**src/inc/gts_pkg.sv**
```systemverilog
package gts_pkg;
  // ****************************************
  // Register map (word offsets as byte addresses)
  // ****************************************
  localparam int ADDR_W = 6;
  localparam logic [5:0] OFS_CON1 = 6'h00;
  localparam logic [5:0] OFS_CNT1 = 6'h04;
  localparam logic [5:0] OFS_PER1 = 6'h08;
  localparam logic [5:0] OFS_CON2 = 6'h0c;
  localparam logic [5:0] OFS_CNT2 = 6'h10;
  localparam logic [5:0] OFS_PER2 = 6'h14;
  localparam logic [5:0] OFS_CON3 = 6'h18;
  localparam logic [5:0] OFS_CNT3 = 6'h1c;
  localparam logic [5:0] OFS_PER3 = 6'h20;
  localparam logic [5:0] OFS_IRQ_STAT = 6'h24;
  localparam logic [5:0] OFS_IRQ_MASK = 6'h28;
  localparam logic [5:0] OFS_MISC = 6'h2c;
  // ****************************************
  // Control register fields
  // ****************************************
  localparam int B_TIMER_ON = 15;
  localparam int B_STOP_IDLE = 13;
  localparam int B_GATE_EN = 6;
  localparam int B_PRESC_HI = 5;
  localparam int B_PRESC_LO = 4;
  localparam int B_PAIR_JOIN = 3;
  localparam int B_EXT_SYNC = 2;
  localparam int B_CLK_SRC = 1;
  localparam logic [15:0] CON1_MASK = 16'ha076;
  localparam logic [15:0] CON2_MASK = 16'ha07a;
  localparam logic [15:0] CON3_MASK = 16'ha072;
  localparam logic [15:0] CON_RST = 16'h0000;
  localparam logic [15:0] PER_RST = 16'hffff;
  // Interrupt status bits
  localparam int IRQ_PRIM = 0;
  localparam int IRQ_LOW = 1;
  localparam int IRQ_UP = 2;
  localparam int IRQ_W = 3;
  // Prescale terminal counts
  localparam logic [7:0] PS_DIV1 = 8'h00;
  localparam logic [7:0] PS_DIV8 = 8'h07;
  localparam logic [7:0] PS_DIV64 = 8'h3f;
  localparam logic [7:0] PS_DIV256 = 8'hff;

  typedef struct packed {
    logic timer_on;
    logic stop_in_idle;
    logic gate_accumulate_en;
    logic [1:0] prescale_sel;
    logic pair_join;
    logic ext_clock_sync;
    logic clock_source_sel;
  } gts_ctl_t;

  typedef struct packed {
    logic primary_ext_clock_pin;
    logic lower_ext_clock_pin;
    logic upper_ext_clock_pin;
    logic primary_gate;
    logic lower_gate;
    logic upper_gate;
  } gts_pins_t;

  typedef enum logic [1:0] {
    BUS_IDLE = 2'b01,
    BUS_RESP = 2'b10
  } gts_bus_st_t;

  function automatic gts_ctl_t gts_unpack(input logic [15:0] r);
    gts_ctl_t c;
    c.timer_on = r[B_TIMER_ON];
    c.stop_in_idle = r[B_STOP_IDLE];
    c.gate_accumulate_en = r[B_GATE_EN];
    c.prescale_sel = r[B_PRESC_HI:B_PRESC_LO];
    c.pair_join = r[B_PAIR_JOIN];
    c.ext_clock_sync = r[B_EXT_SYNC];
    c.clock_source_sel = r[B_CLK_SRC];
    return c;
  endfunction

  function automatic logic [7:0] gts_ps_term(input logic [1:0] sel);
    case (sel)
      2'b00: return PS_DIV1;
      2'b01: return PS_DIV8;
      2'b10: return PS_DIV64;
      default: return PS_DIV256;
    endcase
  endfunction
endpackage

```
**src/verilog/gts_timer_set.sv**
```systemverilog
`timescale 1ns/1ps
module gts_timer_set (
  input wire logic clk_i, // 100 MHz clock
  input wire logic rst_n_i, // Async reset, active low
  input wire logic [gts_pkg::ADDR_W-1:0] avs_address_i, // Byte address
  input wire logic avs_read_i, // Read request
  input wire logic avs_write_i, // Write request
  input wire logic [31:0] avs_writedata_i, // Write data
  input wire logic [3:0] avs_byteenable_i, // Byte enables
  output logic [31:0] avs_readdata_o, // Read data
  output logic avs_waitrequest_o, // Wait request
  input wire gts_pkg::gts_pins_t pins_i, // Clock and gate pins
  input wire logic cpu_idle_i, // Device in idle mode
  output logic irq_o, // Level interrupt
  output logic [15:0] lower_timebase_o, // Lower pair count
  output logic [15:0] upper_timebase_o, // Upper pair count
  output logic converter_trig_o // Joined pair match pulse
);
  import gts_pkg::*;

  // ****************************************
  // Reset and pin synchronisers
  // ****************************************
  logic rst_s1_r, rst_n_r;
  always_ff @(posedge clk_i or negedge rst_n_i) begin
    if (!rst_n_i) begin
      rst_s1_r <= 1'b0;
      rst_n_r <= 1'b0;
    end else begin
      rst_s1_r <= 1'b1;
      rst_n_r <= rst_s1_r;
    end
  end

  gts_pins_t pin_s1_r, pin_s2_r, pin_s3_r;
  always_ff @(posedge clk_i or negedge rst_n_r) begin
    if (!rst_n_r) begin
      pin_s1_r <= '0;
      pin_s2_r <= '0;
      pin_s3_r <= '0;
    end else begin
      pin_s1_r <= pins_i;
      pin_s2_r <= pin_s1_r;
      pin_s3_r <= pin_s2_r;
    end
  end

  // ****************************************
  // Registers
  // ****************************************
  logic [15:0] con1_r, con2_r, con3_r;
  logic [15:0] per1_r, per2_r, per3_r;
  logic [15:0] cnt1_r, cnt2_r, cnt3_r;
  logic [IRQ_W-1:0] stat_r, mask_r;
  gts_bus_st_t bus_st_r;
  logic [31:0] rdata_r;
  gts_ctl_t c1, c2, c3;
  assign c1 = gts_unpack(con1_r);
  assign c2 = gts_unpack(con2_r);
  assign c3 = gts_unpack(con3_r);

  logic wr, joined;
  logic [15:0] wd;
  logic [15:0] lane_m;
  // Writes land only at the edge where waitrequest is sampled low
  assign wr = avs_write_i && (bus_st_r == BUS_RESP);
  assign lane_m = {{8{avs_byteenable_i[1]}}, {8{avs_byteenable_i[0]}}};
  assign wd = avs_writedata_i[15:0];
  assign joined = c2.pair_join;

  function automatic logic [15:0] merge(input logic [15:0] old, input logic [15:0] nw,
                                        input logic [15:0] m, input logic [15:0] fm);
    return ((old & ~m) | (nw & m)) & fm;
  endfunction

  always_ff @(posedge clk_i or negedge rst_n_r) begin
    if (!rst_n_r) begin
      con1_r <= CON_RST;
      con2_r <= CON_RST;
      con3_r <= CON_RST;
      per1_r <= PER_RST;
      per2_r <= PER_RST;
      per3_r <= PER_RST;
      mask_r <= '0;
    end else if (wr) begin
      case (avs_address_i)
        OFS_CON1: con1_r <= merge(con1_r, wd, lane_m, CON1_MASK);
        OFS_CON2: con2_r <= merge(con2_r, wd, lane_m, CON2_MASK);
        OFS_CON3: con3_r <= merge(con3_r, wd, lane_m, CON3_MASK);
        OFS_PER1: per1_r <= merge(per1_r, wd, lane_m, 16'hffff);
        OFS_PER2: per2_r <= merge(per2_r, wd, lane_m, 16'hffff);
        OFS_PER3: per3_r <= merge(per3_r, wd, lane_m, 16'hffff);
        OFS_IRQ_MASK: if (avs_byteenable_i[0]) mask_r <= wd[IRQ_W-1:0];
        default: ;
      endcase
    end
  end

  // ****************************************
  // Primary timer tick generation
  // ****************************************
  // Async mode: raw pin edge seen after only the metastability stage pair;
  // sync mode adds a further stage so the edge aligns to the core clock.
  logic p1_edge_async, p1_edge_sync, p1_ext_edge, p1_gate, p1_gate_fall;
  assign p1_edge_async = pin_s2_r.primary_ext_clock_pin & ~pin_s3_r.primary_ext_clock_pin;
  logic p1_sync_d_r;
  always_ff @(posedge clk_i or negedge rst_n_r) begin
    if (!rst_n_r) p1_sync_d_r <= 1'b0;
    else p1_sync_d_r <= p1_edge_async;
  end
  assign p1_edge_sync = p1_sync_d_r;
  assign p1_ext_edge = c1.ext_clock_sync ? p1_edge_sync : p1_edge_async;
  assign p1_gate = pin_s2_r.primary_gate;
  assign p1_gate_fall = ~pin_s2_r.primary_gate & pin_s3_r.primary_gate;

  // Per-timer run and raw tick
  logic run1, run2, run3, raw1, raw2, raw3;
  assign run1 = c1.timer_on && !(c1.stop_in_idle && cpu_idle_i);
  assign run2 = c2.timer_on && !(c2.stop_in_idle && cpu_idle_i);
  assign run3 = c3.timer_on && !(c3.stop_in_idle && cpu_idle_i) && !joined;
  assign raw1 = c1.clock_source_sel ? p1_ext_edge : (!c1.gate_accumulate_en || p1_gate);
  // Pair timers only have the async-mode external path, with no extra sync stage
  assign raw2 = c2.clock_source_sel ?
                (pin_s2_r.lower_ext_clock_pin & ~pin_s3_r.lower_ext_clock_pin) :
                (!c2.gate_accumulate_en || pin_s2_r.lower_gate);
  assign raw3 = c3.clock_source_sel ?
                (pin_s2_r.upper_ext_clock_pin & ~pin_s3_r.upper_ext_clock_pin) :
                (!c3.gate_accumulate_en || pin_s2_r.upper_gate);

  // ****************************************
  // Prescalers
  // ****************************************
  logic [7:0] ps1_r, ps2_r, ps3_r;
  logic tick1, tick2, tick3;
  assign tick1 = run1 && raw1 && (ps1_r == gts_ps_term(c1.prescale_sel));
  assign tick2 = run2 && raw2 && (ps2_r == gts_ps_term(c2.prescale_sel));
  assign tick3 = run3 && raw3 && (ps3_r == gts_ps_term(c3.prescale_sel));

  always_ff @(posedge clk_i or negedge rst_n_r) begin
    if (!rst_n_r) begin
      ps1_r <= '0;
      ps2_r <= '0;
      ps3_r <= '0;
    end else begin
      if (!run1) ps1_r <= '0;
      else if (raw1) ps1_r <= tick1 ? 8'h00 : ps1_r + 8'h01;
      if (!run2) ps2_r <= '0;
      else if (raw2) ps2_r <= tick2 ? 8'h00 : ps2_r + 8'h01;
      if (!run3) ps3_r <= '0;
      else if (raw3) ps3_r <= tick3 ? 8'h00 : ps3_r + 8'h01;
    end
  end

  // ****************************************
  // Counters and match
  // ****************************************
  logic m1, m2, m3, m32;
  assign m1 = (cnt1_r == per1_r);
  assign m2 = (cnt2_r == per2_r);
  assign m3 = (cnt3_r == per3_r);
  assign m32 = ({cnt3_r, cnt2_r} == {per3_r, per2_r});

  logic cnt_wr1, cnt_wr2, cnt_wr3;
  assign cnt_wr1 = wr && (avs_address_i == OFS_CNT1);
  assign cnt_wr2 = wr && (avs_address_i == OFS_CNT2);
  assign cnt_wr3 = wr && (avs_address_i == OFS_CNT3);

  always_ff @(posedge clk_i or negedge rst_n_r) begin
    if (!rst_n_r) begin
      cnt1_r <= '0;
    end else if (cnt_wr1) begin
      cnt1_r <= merge(cnt1_r, wd, lane_m, 16'hffff);
    end else if (tick1) begin
      cnt1_r <= m1 ? 16'h0000 : cnt1_r + 16'h0001;
    end
  end

  // Joined pair counts as one word, carry from low into high
  always_ff @(posedge clk_i or negedge rst_n_r) begin
    if (!rst_n_r) begin
      cnt2_r <= '0;
      cnt3_r <= '0;
    end else begin
      if (cnt_wr2) begin
        cnt2_r <= merge(cnt2_r, wd, lane_m, 16'hffff);
      end else if (tick2) begin
        if (joined) cnt2_r <= m32 ? 16'h0000 : cnt2_r + 16'h0001;
        else cnt2_r <= m2 ? 16'h0000 : cnt2_r + 16'h0001;
      end
      if (cnt_wr3) begin
        cnt3_r <= merge(cnt3_r, wd, lane_m, 16'hffff);
      end else if (joined && tick2) begin
        if (m32) cnt3_r <= 16'h0000;
        else if (cnt2_r == 16'hffff) cnt3_r <= cnt3_r + 16'h0001;
      end else if (tick3) begin
        cnt3_r <= m3 ? 16'h0000 : cnt3_r + 16'h0001;
      end
    end
  end

  // ****************************************
  // Interrupt status
  // ****************************************
  logic [IRQ_W-1:0] ev, clr;
  assign ev[IRQ_PRIM] = (tick1 && m1) ||
                        (run1 && !c1.clock_source_sel && c1.gate_accumulate_en && p1_gate_fall);
  assign ev[IRQ_LOW] = tick2 && m2 && !joined;
  assign ev[IRQ_UP] = (tick3 && m3) || (joined && tick2 && m32);
  assign clr = (wr && avs_address_i == OFS_IRQ_STAT && avs_byteenable_i[0]) ?
               wd[IRQ_W-1:0] : '0;

  always_ff @(posedge clk_i or negedge rst_n_r) begin
    if (!rst_n_r) stat_r <= '0;
    else stat_r <= (stat_r & ~clr) | ev; // Set wins over clear
  end

  always_ff @(posedge clk_i or negedge rst_n_r) begin
    if (!rst_n_r) begin
      irq_o <= 1'b0;
      converter_trig_o <= 1'b0;
      lower_timebase_o <= '0;
      upper_timebase_o <= '0;
    end else begin
      irq_o <= |((stat_r & ~clr | ev) & mask_r);
      converter_trig_o <= joined && tick2 && m32;
      lower_timebase_o <= cnt2_r;
      upper_timebase_o <= cnt3_r;
    end
  end

  // ****************************************
  // Avalon slave: one wait cycle per access
  // ****************************************
  logic [15:0] rd_mux;
  always_comb begin
    rd_mux = 16'h0000;
    case (avs_address_i)
      OFS_CON1: rd_mux = con1_r;
      OFS_CNT1: rd_mux = cnt1_r;
      OFS_PER1: rd_mux = per1_r;
      OFS_CON2: rd_mux = con2_r;
      OFS_CNT2: rd_mux = cnt2_r;
      OFS_PER2: rd_mux = per2_r;
      OFS_CON3: rd_mux = con3_r;
      OFS_CNT3: rd_mux = cnt3_r;
      OFS_PER3: rd_mux = per3_r;
      OFS_IRQ_STAT: rd_mux = {13'h0000, stat_r};
      OFS_IRQ_MASK: rd_mux = {13'h0000, mask_r};
      OFS_MISC: rd_mux = {14'h0000, converter_trig_o, irq_o};
      default: rd_mux = 16'h0000;
    endcase
  end

  always_ff @(posedge clk_i or negedge rst_n_r) begin
    if (!rst_n_r) begin
      bus_st_r <= BUS_IDLE;
      rdata_r <= '0;
    end else begin
      case (bus_st_r)
        BUS_IDLE: begin
          if (avs_read_i || avs_write_i) begin
            bus_st_r <= BUS_RESP;
            rdata_r <= {16'h0000, rd_mux};
          end
        end
        BUS_RESP: bus_st_r <= BUS_IDLE;
        default: bus_st_r <= BUS_IDLE;
      endcase
    end
  end

  assign avs_waitrequest_o = !(bus_st_r == BUS_RESP);
  assign avs_readdata_o = rdata_r;
endmodule

```
**config.mk**
```make
export PLATFORM = sky130hd
export DESIGN_NAME = gts_timer_set
export DESIGN_NICKNAME = d
export VERILOG_FILES = /design/src/inc/gts_pkg.sv /design/src/verilog/gts_timer_set.sv
export SDC_FILE = /design/constraint.sdc
export NUM_CORES = 1
export LEC_CHECK = 0
export CAP_MARGIN = 40
export CORE_ASPECT_RATIO = 1.4
export CORE_MARGIN = 8
export CORE_UTILIZATION = 40
export CTS_BUF_LIST = sky130_fd_sc_hd__clkbuf_4
export DETAILED_ROUTE_END_ITERATION = 12
export DONT_BUFFER_PORTS = 1
export SLEW_MARGIN = 20
export SYNTH_ARGS = -nofsm -noshare
export SYNTH_HDL_FRONTEND = slang
export SYNTH_SLANG_ARGS = --single-unit
```
**constraint.sdc**
```tcl
create_clock -name clk_i -period 12.6 [get_ports clk_i]
set_clock_uncertainty 0.2 [all_clocks]
set_input_delay 0.63 -clock clk_i [delete_from_list [all_inputs] [get_ports clk_i]]
set_output_delay 0.63 -clock clk_i [all_outputs]
set_load 0.05 [all_outputs]
```
# Word level (Yosys, flattened, before mapping)
# Cells that the tools add are included.
# Widths: inputs -> output; s select.
[classes]
n_addsub = 6
eq_ne = 32
n_mux = 34
bitwise_logic = 32
n_reduce_logical = 60
[ops]
columns = ["cell", "count"]
rows = [
  ["$mux 16", 14],
  ["$pmux 16 s12", 1],
  ["$and 16x16->16", 10],
  ["$or 16x16->16", 9],
  ["$mux 8", 9],
  ["$pmux 8 s3", 3],
  ["$add 16x1->16 const B", 3],
  ["$eq 16x16->1", 3],
  ["$eq 32x32->1", 1],
  ["$logic_and 1x1->1", 28],
  ["$add 8x1->8 const B", 3],
  ["$eq 6x5->1 const B", 4],
  ["$eq 6x6->1 const B", 4],
  ["$eq 8x8->1", 3],
  ["$eq 16x16->1 const B", 1],
  ["$not 16->16", 1],
  ["$reduce_and 2->1", 8],
  ["$eq 6x4->1 const B", 2],
  ["$logic_not 1->1", 9],
  ["$eq 2x1->1 const B", 4],
  ["$eq 2x2->1 const B", 4],
  ["$and 3x3->3", 2],
  ["$eq 6x3->1 const B", 1],
  ["$logic_not 2->1", 3],
  ["other kinds (16)", 34],
]
[totals]
regBits = 217
out_inout_bits = 67
elab_cells = 203

# Depth between registers and ports, before layout
# Gate-level depths: netlist of the first run.
[logic_depth]
word_depth = 11
mapped_depth = 10

# Least setup slack after synthesis of the first run
# No wires, ideal clock.
[synth_path]
kind = "input -> register"
start = "input port avs_address_i[1] in the netlist's numbering"
end = "register (tool-made name)"
setup_ns = 0.126
t_arrival_ns = 2.510
setup_slack_ns = 9.763
stages = 8
path_buffers = 2
cell_sequence = "or4b_1 -> buf_4 -> nor4b_4 -> nand2_2 -> a21boi_4 -> buf_6 -> a32o_1 -> a311o_1"
[synth_lines]
columns = ["element", "line", "rtl"]
rows = [
  ["start, declared", "gts_timer_set.sv:5", "input wire logic [gts_pkg::ADDR_W-1:0] avs_address_i,"],
]

==> flow_metrics.tcl, run 1 <==
set metrics [dict create \
    clk_pin_slew_ns 0.08 \
    dp_hpwl_um 23950 \
    post_cts_buffers 0 \
    ir_drop_mv 0.05835 \
    slew_violations 0 \
    seq_area_frac_synth 0.4901 \
    cp.arrival_ns 3.83 \
    drtIter0Drc 818 \
    synth_top_area_cell "dfrtp_1" \
    grt_pass1_wl_um 54430 \
    dp.cells 1374 \
    rsz0062_at_grt "false" \
    max_cap_viol_count 0 \
    syn_to_final_growth_pct 11.81 \
    synth_flop_cell "dfrtp_1" \
    ff2ff_path_depth 7 \
    fin_tns_setup_ns 0 \
    cp_slowest_cell "o2111ai_1" \
    fillers 2706 \
    yosysMostFrequentCell "dfrtp_1" \
    syn-cell-area_mm2 0.01121 \
    intPower_mw 1.090 \
    ctsLongestPathBuffers 3 \
    dieArea_mm2 0.03370 \
    clkPwrFrac 0.398 \
    grt_max_degree 168 \
    synth-seq-cells 217 \
    cp_num_cells 7 \
    swShare 0.3023 \
    crit_buf_inv 0 \
    setup_viol 0 \
    ys_warn_count 0 \
    grt.overflow.total 0 \
    seq_area_mm2 0.005495 \
    cts_tree "done" \
    grt_pass1_vias 9235 \
    avgSynthCellArea_um2 10.67 \
    portBuffers 0 \
    cts.sinks 217 \
    min_period_ns 3.463 \
    synthCells 1050 \
    cts-root-buf "clkbuf_4" \
    async_flop_share 1.000 \
    finalPower_mw 1.563 \
    switchingPower_mw 0.4724 \
    status "finished, final reports clean" \
    p_leak_nw 5.334 \
    slew_headroom 0.3817 \
    cts.hold.buffers_added 31 \
    cts.repair.resized 0 \
    vias 9094 \
    numCtsBuffers 56 \
    critical_path.top_delay_family "simple AND/OR/NAND/NOR gates" \
    insertion_delay_ns 0.74 \
    post_drt_wl_per_cell_um 22.98 \
    hold_viol_final 0 \
    critPathMaxStageDelay_ns 0.64 \
    layout.cells.non_filler 1521 \
    route.detailed.drc 0 \
    fin_crit_sh 0.2748 \
    hold_ws_ns 0.05529 \
    wirelength_um 34960 \
    drive_gt1_frac 0.2196 \
    cp.required_ns 12.97 \
    fmax_mhz 288.8 \
    cp-end-kind "register" \
    path_max_fanout 9 \
    synth_common_cells "168 x dfrtp_1, 89 x nand2_1, 72 x o21ai_0, 71 x mux2_2, 50 x nor2_1" \
    vias_per_cell 5.979 \
    worst_pin_slew_ns 0.9274 \
    htree_levels 2 \
    startpoint_type "register" \
    antenna_found_initial 4 \
    yosysUniqueCellTypes 92 \
    p_seq_frac 0.498 \
    coreArea_mm2 0.02757 \
    ys_top_cells_by_area "dfrtp_1 38%, dfstp_2 11%, mux2_2 7.1%" \
    track_usage 0.2092 \
    p_per_area_mw_per_mm2 124.7 \
    die_y_um 214.0 \
    hold_path.class "in2reg" \
    p_comb_frac 0.104 \
    start_util 0.4065 \
    multiInputGateArea_mm2 0.005333 \
    crit_chain "xor2_1 -> nor4_1 -> nand4_1 -> nor3b_1 -> o2111ai_1 -> nor3_1 -> or4_1" \
    synth_top_area_frac 0.3752 \
    ant_nets 0 \
    place_congestion 0.8803 \
    io_pins 120 \
    rrSetupSlack_ns 9.14 \
    nNetsFinal 1155 \
    synth_edf_count 0 \
    placementRows 72 \
    die_width_um 157.5 \
    worstSetupPathType "reg2reg" \
    firstDrtPassIters 5 \
]
==> logic make-up after synthesis <==
| kind of cell | after synthesis | synth area share |
|---|---|---|
| other | 2 | 0.0006702 |
| buffers and inverters | 89 | 0.03953 |
| adders and majority gates | 6 | 0.006699 |
| DFF | 217 | 0.4901 |
| AOI/OAI and AO/OA | 265 | 0.1770 |
| and+or+nand+nor | 342 | 0.1655 |
| xor gates and xnor gates | 53 | 0.04143 |
| muxes | 76 | 0.07916 |
==> final cells by class <==
cell class / count / area share
flip-flops and latches: 217 / 0.4386
multi-input cells: 759 / 0.4256
clock buffers: 71 / 0.04254
well taps: 370 / 0.03695
repair buffers: 41 / 0.03275
clock inverters: 34 / 0.01568
inverters: 21 / 0.006291
diodes: 8 / 0.001598
==> metrics by stage <==
step	worst slack, ns	utilization	instance area, um^2
after global placement	8.710	0.4140	11410
after global routing	9.018	0.4545	12530
final	9.137	0.4545	12530
after CTS	9.197	0.4527	12480
after floorplan	5.991	-	11260
after detailed placement	8.721	0.4149	11440
==> power groups by stage <==
stage / sequential, mW / clock (mW) / combinational, mW
after floorplan: 0.782 / 0 / 0.112
after global placement: 0.789 / 0 / 0.137
after detailed placement: 0.790 / 0 / 0.143
after CTS: 0.777 / 0.643 / 0.162
after global routing: 0.781 / 0.682 / 0.178
final: 0.778 / 0.622 / 0.163
==> placed cells by master, fill, tap and decap left out, drive strengths merged, types with 16 or more instances in the layout <==
cell,n
a22o,29
o21ai,76
a21oi,19
mux2,71
clkbuf,73
dlygate4sd3,32
conb,17
nand2b,17
and3,23
nand3,43
dfrtp,168
nand2,91
a222oi,24
nor2,53
nor3,27
nand4,16
xor2,34
nor4,18
inv,22
dfstp,49
clkinv,30
xnor2,19
==> layer usage <==
| metal | wire length (um) | global-route usage | vias up |
|---|---|---|---|
| li1 | - | - | 4072 |
| met1 | 13680 | 0.2491 | 4501 |
| met2 | 16400 | 0.3248 | 410 |
| met3 | 2645 | 0.05284 | 111 |
| met4 | 2236 | 0.1442 | 0 |
| met5 | 0 | 0 | - |
==> how the worst min path moves through the flow <==
stage | startpoint | endpoint | slack, ns | cells after the start
after global placement | rst_n_i | rst_s1_r | 0.13 | 0
after global routing | avs_byteenable_i[0] | register | 0.01 | 2
final | avs_writedata_i[7] | register | 0.06 | 2
after CTS | avs_byteenable_i[0] | register | 0.002 | 3
after detailed placement | rst_n_i | rst_s1_r | 0.13 | 0
after floorplan | rst_n_i | rst_n_r | 0.13 | 0
==> worst reg2reg max path, delay by kind of cell (launching register included) <==
family	cells	cell delay, ns
compound gates	1	0.64
flops	1	0.54
simple gates	5	1.70
xor+xnor	1	0.21
No activity file was read; power rests on OpenSTA's default activity.
==> inputs of run 2 (changes only) <==
Clock period 12.6 ns to 3.1 ns, I/O delays scaled along.
==> run 2 against run 1 <==
  * Critical path depth grew 2
  * Global-route usage grew 0.64 points
  * Die area is the same
  * First-iteration DRC count grew 4.9%
  * Sequential share of layout area shrank 2.7 points
  * Hold slack lost 0.015 ns
  * Utilization grew 3.0 points
  * Routed wire length grew 4.1%
==> flow_metrics.tcl, run 2 (synthesized netlist as in run 1, its figures left out) <==
set metrics [dict create \
    post_cts_buffers 0 \
    route.detailed.drc 0 \
    insertion_delay_ns 0.74 \
    intPower_mw 4.617 \
    switchingPower_mw 1.902 \
    htree_levels 2 \
    swShare 0.2917 \
    slew_violations 0 \
    status "finished, final reports clean" \
    slew_headroom 0.4920 \
    antenna_found_initial 5 \
    cp.required_ns 3.48 \
    p_per_area_mw_per_mm2 488.0 \
    die_y_um 214.0 \
    place_area_mm2 0.01196 \
    cts.sinks 217 \
    grt_pass1_wl_um 55920 \
    rrSetupSlack_ns 0.28 \
    worst_slack_ns 0.1291 \
    portBuffers 0 \
    final_cell_mix "167 x dfrtp_1, 89 x nand2_1, 89 x clkbuf_4" \
    start_util 0.4065 \
    grt.overflow.total 0 \
    worst_pin_slew_ns 0.7619 \
    syn_to_final_growth_pct 19.22 \
    coreArea_mm2 0.02757 \
    stdcell_area_mm2 0.01336 \
    dieArea_mm2 0.03370 \
    cts_tree "done" \
    firstDrtPassIters 9 \
    min_period_ns 2.971 \
    p_seq_frac 0.479 \
    fin_crit_sh 0.9584 \
    clk_pin_slew_ns 0.07 \
    cts-root-buf "clkbuf_4" \
    p_leak_nw 5.852 \
    p_comb_frac 0.127 \
    dp_hpwl_um 25910 \
    startpoint_type "input port" \
    place_congestion 0.9160 \
    ir_drop_mv 0.2423 \
    drive_gt1_frac 0.2640 \
    numCtsBuffers 55 \
    io_pins 120 \
    finalPower_mw 6.519 \
    hold_path.class "in2reg" \
    vias 9479 \
    ctsLongestPathBuffers 3 \
    track_usage 0.2156 \
    path_max_fanout 4 \
    grt_max_degree 55 \
    dp.cells 1440 \
    rsz0062_at_grt "false" \
    fmax_mhz 336.6 \
    ant_nets 0 \
    setup_viol 0 \
    max_cap_viol_count 0 \
    layout.cells.non_filler 1609 \
    vias_per_cell 5.891 \
    hold_viol_final 0 \
    hold_ws_ns 0.03990 \
    critPathLaunch "avs_address_i[1]" \
    die_width_um 157.5 \
    place_ws_ns 0.2990 \
    nNetsFinal 1250 \
    fin_tns_setup_ns 0 \
    placementRows 72 \
    grt_pass1_vias 9552 \
    cp.arrival_ns 3.35 \
    drtIter0Drc 858 \
    cp-end-kind "register" \
    clkPwrFrac 0.394 \
    wirelength_um 36390 \
    worstSetupPathType "in2reg" \
    final_util 0.4846 \
    layout_commonest_cell "dfrtp_1" \
    hp-start "avs_address_i[5]" \
    post_drt_wl_per_cell_um 22.61 \
]
## run 2: cell type report
type | count | area [um^2]
Fill cell | 2625 | 14210
Sequential cell | 217 | 5495
Multi-Input combinational cell | 759 | 5333
Timing Repair Buffer | 137 | 1239
Clock buffer | 89 | 668.1
Tap cell | 370 | 462.9
Inverter | 21 | 78.83
Clock inverter | 12 | 72.57
Antenna cell | 4 | 10.01
## run 2: worst paths after layout
kind / depth (start not counted) / end
min reg2reg: 0 / pin_s2_r[0]
max in group asynchronous: 1 / async pin
max: 9 / irq_o
max reg2reg: 7 / register
min in group asynchronous: 0 / async pin
min: 3 / register
## run 2: critical path, cell delays in order
cell and delay, ns:
dlygate4sd3_1 0.59, or4b_2 0.75, dlygate4sd3_1 0.66, nor3_1 0.41, nand2_1 0.10, nand2_1 0.11, o31ai_1 0.13, a222oi_1 0.37
inv_1 0.07
## run 2: power groups by stage
stage                     logic, mW  registers (mW)  clock network [mW]
after floorplan               0.454            3.18                   0
after global placement        0.692            3.17                   0
after detailed placement      0.699            3.17                   0
after CTS                     0.811            3.12                2.65
after global routing          0.894            3.13                2.80
final                         0.827            3.12                2.57
## run 2: per-layer routing
| layer | up-vias | track usage | wire length [um] |
|---|---|---|---|
| met4 | 2 | 0.1311 | 1938 |
| met3 | 94 | 0.04699 | 2475 |
| met2 | 410 | 0.3490 | 17730 |
| li1 | 4257 | - | - |
| met5 | - | 0 | 13 |
| met1 | 4716 | 0.2559 | 14230 |
## run 2: what timing repair did
item	CTS	global route
hold buffers	60	0
endpoints found under the setup margin	0	1
endpoints found under the hold margin	172	0
resized for setup	0	1
